<file path="src/lxc_pkg.sv">
// package for the lin transceiver mode and fault controller
`default_nettype none
package lxc_pkg;
    localparam int CLK_HZ = 40_000_000;
    localparam int CS_FILT_US = 10;
    localparam int SHORT_EVAL_US = 25;
    localparam int TXD_TO_MS = 25;
    localparam int BUS_TO_MS = 25;
    localparam int WAKE_DEB_US = 20;
    // least times round down to whole cycles
    localparam int CS_FILT_CYC = (CLK_HZ / 1_000_000) * CS_FILT_US;
    localparam int SHORT_EVAL_CYC = (CLK_HZ / 1_000_000) * SHORT_EVAL_US;
    localparam int TXD_TO_CYC = (CLK_HZ / 1_000) * TXD_TO_MS;
    localparam int BUS_TO_CYC = (CLK_HZ / 1_000) * BUS_TO_MS;
    localparam int WAKE_DEB_CYC = (CLK_HZ / 1_000_000) * WAKE_DEB_US;
    localparam int CNT_W = 20;
    localparam int FIFO_DEPTH = 8;

    typedef enum logic [2:0] {
        LXC_POR,
        LXC_READY,
        LXC_OPER,
        LXC_TXOFF,
        LXC_PDOWN
    } lxc_mode_t;

    // pins facing the bus
    typedef struct packed {
        logic bus_drive_low;
        logic pullup_on;
    } lxc_bus_t;
endpackage : lxc_pkg
`default_nettype wire

</file>
<file path="src/lxc_fifo.sv">
// small valid/ready fifo on the transmit data path
`default_nettype none
module lxc_fifo #(
    parameter int WIDTH = 1,
    parameter int DEPTH = 8
) (
    input wire logic clk_in,
    input wire logic rst_in,
    input wire logic [WIDTH-1:0] wr_data_in,
    input wire logic wr_valid_in,
    output logic wr_ready_out,
    output logic [WIDTH-1:0] rd_data_out,
    output logic rd_valid_out,
    input wire logic rd_ready_in
);
    localparam int AW = $clog2(DEPTH);
    logic [WIDTH-1:0] mem_q [DEPTH];
    logic [AW:0] wp_q;
    logic [AW:0] rp_q;
    logic full;
    logic empty;

    assign empty = (wp_q == rp_q);
    assign full = (wp_q[AW] != rp_q[AW]) && (wp_q[AW-1:0] == rp_q[AW-1:0]);
    assign wr_ready_out = !full;
    assign rd_valid_out = !empty;
    assign rd_data_out = mem_q[rp_q[AW-1:0]];

    // pointers carry a wrap bit so full and empty stay honest
    always_ff @(posedge clk_in or posedge rst_in) begin
        if (rst_in) begin
            wp_q <= '0;
            rp_q <= '0;
        end else begin
            if (wr_valid_in && !full) begin
                wp_q <= wp_q + 1'b1;
            end
            if (rd_ready_in && !empty) begin
                rp_q <= rp_q + 1'b1;
            end
        end
    end

    always_ff @(posedge clk_in) begin
        if (wr_valid_in && !full) begin
            mem_q[wp_q[AW-1:0]] <= wr_data_in;
        end
    end
endmodule : lxc_fifo
`default_nettype wire

</file>
<file path="src/lxc_ctrl.sv">
// lin transceiver mode sequencer, time-outs and fault pin control
`default_nettype none
module lxc_ctrl #(
    parameter int CS_FILT_CYC = lxc_pkg::CS_FILT_CYC,
    parameter int SHORT_EVAL_CYC = lxc_pkg::SHORT_EVAL_CYC,
    parameter int TXD_TO_CYC = lxc_pkg::TXD_TO_CYC,
    parameter int BUS_TO_CYC = lxc_pkg::BUS_TO_CYC,
    parameter int WAKE_DEB_CYC = lxc_pkg::WAKE_DEB_CYC,
    parameter bit REVISED_WAKE = 1'b1,
    parameter int FIFO_DEPTH = lxc_pkg::FIFO_DEPTH
) (
    input wire logic clk_in,
    input wire logic rst_in,
    input wire logic supply_ok_in,
    input wire logic cs_in,
    input wire logic wake_n_in,
    input wire logic txd_in,
    input wire logic bus_line_in,
    input wire logic rxd_pin_in,
    input wire logic fault_tx_enable_pin_in,
    input wire logic thermal_sd_in,
    output logic rxd_out,
    output logic rxd_oe_n_out,
    output logic fault_tx_enable_pin_out,
    output logic fault_tx_enable_pin_oe_n_out,
    output logic bus_drive_low_out,
    output logic bus_pullup_on_out,
    output logic regulator_enable_out,
    output logic tx_active_out,
    output logic txd_ready_out
);
    typedef struct packed {
        lxc_pkg::lxc_mode_t mode;
        logic cs_f;
        logic [lxc_pkg::CNT_W-1:0] cs_cnt;
        logic [lxc_pkg::CNT_W-1:0] short_cnt;
        logic [lxc_pkg::CNT_W-1:0] txd_cnt;
        logic [lxc_pkg::CNT_W-1:0] bus_cnt;
        logic [lxc_pkg::CNT_W-1:0] wake_cnt;
        logic wake_low_ok;
        logic txd_to;
        logic bus_to;
        logic mon_flt;
        logic short_flt;
        logic txd_prev;
        logic wake_prev;
        logic bus_prev;
        logic rxd;
        logic flt_low;
        lxc_pkg::lxc_bus_t bus;
        logic vreg;
        logic tx_act;
    } lxc_state_t;

    lxc_state_t s_q;
    lxc_state_t s_d;
    logic fifo_txd;
    logic fifo_valid;
    logic fifo_rd;
    logic txd_eff;
    logic tx_en;
    logic host_off;

    // tx samples are buffered; drained every cycle outside power-down, ready only flags full and samples arriving then are dropped
    lxc_fifo #(
        .WIDTH(1),
        .DEPTH(FIFO_DEPTH)
    ) u_fifo (
        .clk_in(clk_in),
        .rst_in(rst_in),
        .wr_data_in(txd_in),
        .wr_valid_in(1'b1),
        .wr_ready_out(txd_ready_out),
        .rd_data_out(fifo_txd),
        .rd_valid_out(fifo_valid),
        .rd_ready_in(fifo_rd)
    );
    // drain stalls while power-down: bus is not driven then
    assign fifo_rd = (s_q.mode != lxc_pkg::LXC_PDOWN);
    // empty fifo reads as the idle high level of the pull-up
    assign txd_eff = fifo_valid ? fifo_txd : 1'b1;

    // host drive low is told apart from our own drive
    assign host_off = !fault_tx_enable_pin_in && !s_q.flt_low;

    always_comb begin
        s_d = s_q;
        s_d.txd_prev = txd_eff;
        s_d.wake_prev = wake_n_in;
        s_d.bus_prev = bus_line_in;
        // chip-select filter: level must hold for the whole window
        if (cs_in == s_q.cs_f) begin
            s_d.cs_cnt = '0;
        end else if (s_q.cs_cnt >= lxc_pkg::CNT_W'(CS_FILT_CYC - 1)) begin
            s_d.cs_f = cs_in;
            s_d.cs_cnt = '0;
        end else begin
            s_d.cs_cnt = s_q.cs_cnt + 1'b1;
        end
        // tx dominant timer, clears on rising edge
        if (txd_eff) begin
            s_d.txd_cnt = '0;
            s_d.short_cnt = '0;
            s_d.short_flt = 1'b0;
            if (!s_q.txd_prev) begin
                s_d.txd_to = 1'b0;
            end
        end else begin
            if (s_q.txd_cnt >= lxc_pkg::CNT_W'(TXD_TO_CYC - 1)) begin
                s_d.txd_to = 1'b1;
            end else begin
                s_d.txd_cnt = s_q.txd_cnt + 1'b1;
            end
            if (s_q.short_cnt >= lxc_pkg::CNT_W'(SHORT_EVAL_CYC - 1)) begin
                s_d.short_flt = bus_line_in && s_q.tx_act;
            end else begin
                s_d.short_cnt = s_q.short_cnt + 1'b1;
            end
        end
        // bus dominant timer, any recessive clears the count; the time-out flag clears only with cs_f high
        if (bus_line_in) begin
            s_d.bus_cnt = '0;
            if (s_q.cs_f) begin
                s_d.bus_to = 1'b0;
            end
        end else if (s_q.bus_cnt >= lxc_pkg::CNT_W'(BUS_TO_CYC - 1)) begin
            s_d.bus_to = 1'b1;
        end else begin
            s_d.bus_cnt = s_q.bus_cnt + 1'b1;
        end
        // rx monitor, outside power-down and por: our rx must be high whenever bus is recessive
        if (s_q.mode != lxc_pkg::LXC_PDOWN && s_q.mode != lxc_pkg::LXC_POR) begin
            // compare against what we released last cycle, so a bus edge is no fault
            if (s_q.rxd && bus_line_in && !rxd_pin_in) begin
                s_d.mon_flt = 1'b1;
            end
        end
        if (!bus_line_in || rxd_pin_in) begin
            s_d.mon_flt = s_d.mon_flt && !(bus_line_in && rxd_pin_in);
        end
        // wake detect on bus during power-down
        if (s_q.mode == lxc_pkg::LXC_PDOWN && !bus_line_in) begin
            if (s_q.wake_cnt >= lxc_pkg::CNT_W'(WAKE_DEB_CYC - 1)) begin
                s_d.wake_low_ok = 1'b1;
            end else begin
                s_d.wake_cnt = s_q.wake_cnt + 1'b1;
            end
        end else if (bus_line_in) begin
            s_d.wake_cnt = '0;
        end
        // mode sequencing
        unique case (s_q.mode)
            lxc_pkg::LXC_POR: begin
                if (supply_ok_in) begin
                    s_d.mode = cs_in ? lxc_pkg::LXC_TXOFF : lxc_pkg::LXC_READY;
                    s_d.cs_f = cs_in;
                end
            end
            lxc_pkg::LXC_READY: begin
                if (s_q.cs_f) begin
                    s_d.mode = lxc_pkg::LXC_TXOFF;
                end
            end
            lxc_pkg::LXC_OPER, lxc_pkg::LXC_TXOFF: begin
                if (!s_q.cs_f) begin
                    s_d.mode = lxc_pkg::LXC_PDOWN;
                end else if (s_q.mon_flt || s_q.txd_to || s_q.bus_to
                        || !fault_tx_enable_pin_in || thermal_sd_in) begin
                    s_d.mode = lxc_pkg::LXC_TXOFF;
                end else if (txd_eff) begin
                    s_d.mode = lxc_pkg::LXC_OPER;
                end
            end
            lxc_pkg::LXC_PDOWN: begin
                s_d.wake_low_ok = s_d.wake_low_ok;
                if (s_q.cs_f
                        || (s_q.wake_prev && !wake_n_in)
                        || (!REVISED_WAKE && s_q.wake_low_ok)
                        || (REVISED_WAKE && s_q.wake_low_ok && bus_line_in
                            && !s_q.bus_prev)) begin
                    s_d.mode = lxc_pkg::LXC_READY;
                    s_d.wake_low_ok = 1'b0;
                    s_d.wake_cnt = '0;
                end
            end
        endcase
        // outputs, taken from the next state so they stand with the mode
        s_d.tx_act = (s_d.mode == lxc_pkg::LXC_OPER) && s_d.cs_f
            && fault_tx_enable_pin_in;
        s_d.bus.bus_drive_low = s_d.tx_act && !txd_eff;
        s_d.bus.pullup_on = s_d.tx_act;
        s_d.rxd = (s_d.mode == lxc_pkg::LXC_PDOWN) ? 1'b1 : bus_line_in;
        s_d.flt_low = (s_d.mode != lxc_pkg::LXC_PDOWN && s_d.mode != lxc_pkg::LXC_POR)
            && (s_d.mon_flt || s_d.bus_to || s_d.short_flt || thermal_sd_in);
        s_d.vreg = (s_d.mode != lxc_pkg::LXC_PDOWN) && (s_d.mode != lxc_pkg::LXC_POR);
    end

    always_ff @(posedge clk_in or posedge rst_in) begin
        if (rst_in) begin
            s_q <= '{mode: lxc_pkg::LXC_POR, txd_prev: 1'b1, wake_prev: 1'b1,
                bus_prev: 1'b1, rxd: 1'b1, default: '0};
        end else begin
            s_q <= s_d;
        end
    end

    assign rxd_out = 1'b0;
    assign rxd_oe_n_out = s_q.rxd;
    assign fault_tx_enable_pin_out = 1'b0;
    assign fault_tx_enable_pin_oe_n_out = !s_q.flt_low;
    assign bus_drive_low_out = s_q.bus.bus_drive_low;
    assign bus_pullup_on_out = s_q.bus.pullup_on;
    assign regulator_enable_out = s_q.vreg;
    assign tx_active_out = s_q.tx_act;
endmodule : lxc_ctrl
`default_nettype wire

</file>
<file path="config.mk">
export PLATFORM = sky130hd
export DESIGN_NAME = lxc_ctrl
export DESIGN_NICKNAME = d
export VERILOG_FILES = /design/src/lxc_pkg.sv /design/src/lxc_fifo.sv /design/src/lxc_ctrl.sv
export SDC_FILE = /design/constraint.sdc
export NUM_CORES = 1
export LEC_CHECK = 0
export BUFFER_PORTS_ARGS = -buffer_cell sky130_fd_sc_hd__buf_4
export CAP_MARGIN = 30
export CORE_ASPECT_RATIO = 0.7
export CORE_MARGIN = 10
export CORE_UTILIZATION = 43
export DETAILED_ROUTE_END_ITERATION = 16
export PLACE_DENSITY_LB_ADDON = 0.15
export SYNTH_ARGS = -nofsm -noshare
export SYNTH_HDL_FRONTEND = slang
export SYNTH_HIERARCHICAL = 1
export SYNTH_SLANG_ARGS = --single-unit
export TNS_END_PERCENT = 1
</file>
<file path="constraint.sdc">
create_clock -name clk_in -period 4.57 [get_ports clk_in]
set_input_delay 0.914 -clock clk_in [delete_from_list [all_inputs] [get_ports clk_in]]
set_output_delay 0.914 -clock clk_in [all_outputs]
set_load 0.02 [all_outputs]
</file>
==> results.cfg <==
[outcome]
status = completed

[worst_setup_path]
path_class = reg2out
cp-end-kind = output port
critical_path_buf_inv_count = 2
crit_path_max_fanout = 10
slowest_stage = dfrtp_1
cp-start-kind = flop
setup.worst_path.start = u_fifo/wp_q[0]$_DFFE_PP0P_
timing.rr.start = u_fifo/rp_q[0]$_DFFE_PP0P_
critPathMaxStageDelay_ps = 650
cp_top_family = flip-flops
worstPathArrival_ps = 2120
crit_chain = xor2_4 -> nor4_2 -> inv_1 -> buf_4
critPathRequiredTime_ps = 3660

[cts]
clockBufferDepth = 2
clk_pin_slew_ps = 60
hold_buffers = 0
cts_sinks = 133
cts_made_buffers = 17
cts_setup_buffers = 0
insertion_delay_ps = 410
htreeDepth = 4
root_buffer = clkbuf_16
cts_tree = done
cts-resized-gates = 0

[timing]
hold_ws_ps = 483
finalSetupViolCount = 0
slew_headroom = 0.368
setup_ws_ps = 1530
fin_skew_ps = 10.4
finalCritPeriodShare = 0.664
maxSlewViolCount = 0
rsz0062_at_grt = false
fin_setup_tns_ps = 0
period_minus_slack_ps = 3040
max_freq_mhz = 329
hold_violations = 0
tightestPinTransition_ps = 946

[grt]
grt_pass1_vias = 4553
antenna_found_initial = 0
track_usage = 0.134
grt_pass1_wl_mm = 22.9
grt_max_degree = 59
grt.overflow.total = 0

[routing]
wl_per_cell_um = 15.4
drt-initial-drc-count = 400
dr.pass1.iters = 4
ant_nets = 0
drc = 0
vias_per_cell = 5.41
vias = 4621
wl_mm = 13.1

[logic_synthesis]
synthCells = 618
synth_cell_types = 68
synth_warnings = 6
ys.flop_type = dfrtp_1
synth_xor_area_frac = 0.0648
synthMuxAreaShare = 0.0222
ys_seq_elements = 133
yosys.area_share.simple = 0.208
synth_top_family_by_area = simple AND/OR/NAND/NOR gates
synth_edf_count = 8
yosys.area_share.adder = 0.0135
avgSynthCellArea_um2 = 10.5
async_flop_share = 0.940
synth_compound_gate_area_share = 0.131
synth_area_um2 = 6490
ys_seq_area_frac = 0.520

[placed_design]
dp_hpwl_mm = 8.89
dp.cells = 821
place.port_buffers = 16
routabilityCongestion = 0.811
place_ws_ps = 1610

[power]
ir_worst_vdd_mv = 0.217
powerDensity_nw_per_um2 = 503
p_leak_nw = 3.08

[final_layout]
drive_above_1_share = 0.124
fillCellCount = 1323
areaGrowthSynthToFinish_pct = 14.5
layout_commonest_cell = dfrtp_1
final_cells = 854
mostFrequentLayoutCells = 121 x dfrtp_1, 53 x nor2_1, 40 x nand2_1, 31 x a21oi_1
diodes = 0
nets = 663

[die]
rows = 37
fp.dieW_um = 167
die_area_um2 = 20500
start_util = 0.441
io-pin-count = 19
die_y_um = 123
core_um2 = 14700

[job]
cap_violations = 0

[hold_path]
hold_path.class = in2async
through the flow:
stage / cell area [um2] / power (mW) / utilization
2_1_floorplan: 6560 / 2.17 / -
3_3_place_gp: 6790 / 2.33 / 0.461
4_1_cts: 7420 / 3.77 / 0.504
3_5_place_dp: 6820 / 2.36 / 0.463
5_1_grt: 7430 / 3.94 / 0.505
6_report: 7430 / 3.73 / 0.505
area by class of cell:
class | count | area (um2) | area share
flip-flops and latches | 133 | 3370 | 0.454
multi-input cells | 445 | 2930 | 0.394
clock buffers | 18 | 429 | 0.0578
well taps | 195 | 244 | 0.0328
repair buffers | 22 | 180 | 0.0243
clock inverters | 14 | 174 | 0.0234
inverters | 27 | 104 | 0.0140
path summary, 6_finish.rpt:
path,to,slack (ps),depth (start not counted)
max,txd_ready_out,1530,4
min,u_fifo/wp_q[2]$_DFFE_PP0P_,480,2
max reg2reg,s_q[58]$_DFFE_PP0P_,1600,7
min reg2reg,s_q[94]$_DFF_PP0_,480,1
max in group asynchronous,s_q[7]$_DFF_PP1_,3110,4
min in group clk_in,s_q[94]$_DFF_PP0_,480,1
cell usage after synthesis (4+ instances only):
cell type	instances	area, um2
a2111o_1	5	56.3
a211oi_1	6	45.0
a21oi_1	31	155
a31oi_1	5	31.3
a41oi_1	4	35.0
and2_1	21	131
and3_1	9	56.3
and4_1	7	61.3
buf_2	4	20.0
buf_4	5	37.5
clkbuf_1	18	67.6
dfrtp_1	121	3030
dfstp_2	4	105
edfxtp_1	8	240
ha_1	7	87.6
inv_1	27	101
mux2i_1	5	50.1
nand2_1	40	150
nand2b_1	5	31.3
nand3_1	26	130
nand4_1	15	93.8
nor2_1	53	199
nor3_1	17	85.1
nor4_1	16	100
nor4b_1	4	35.0
o211ai_1	5	37.5
o21ai_0	25	125
o31ai_1	9	67.6
or3_1	10	62.6
or4_1	12	90.1
xnor2_1	21	184
xor2_1	17	149
cell families after synthesis:
group	count (synthesis)
xor+xnor	42
compound gates	115
flops	133
buf+inv	58
mux	11
fa+ha+maj	7
other cells	2
simple gates	250
worst register-to-register path, cell delays in order (launching register included):
cell and delay (ps):
dfrtp_1 590, mux4_2 550, mux2_2 280, nor2b_1 150
buf_4 270, inv_1 460, a2111o_1 520, o21ai_0 80
power by group:
| part | switching [mW] | internal [mW] | leakage [nW] |
|---|---|---|---|
| clock network | 0.534 | 0.865 | 0.291 |
| registers | 0.182 | 1.31 | 1.74 |
| logic | 0.530 | 0.317 | 1.05 |
| total | 1.25 | 2.49 | 3.08 |
registers in the layout, indices dropped and copies added, names as in the netlist:
| name | cells |
|---|---|
| regulator_enable_out | 1 |
| s_q | 113 |
| u_fifo/mem_q | 8 |
| bus_drive_low_out | 1 |
| rxd_oe_n_out | 1 |
| tx_active_out | 1 |
| u_fifo/rp_q | 4 |
| u_fifo/wp_q | 4 |
metal layers:
| layer | wire [um] | global-route usage | vias up |
|---|---|---|---|
| met5 | 0 | 0 | - |
| met4 | 164 | 0.0509 | 0 |
| met3 | 329 | 0.0329 | 11 |
| met2 | 5840 | 0.200 | 45 |
| met1 | 6780 | 0.185 | 2293 |
| li1 | - | - | 2272 |
Note: power is estimated with default switching activity, not from simulation.
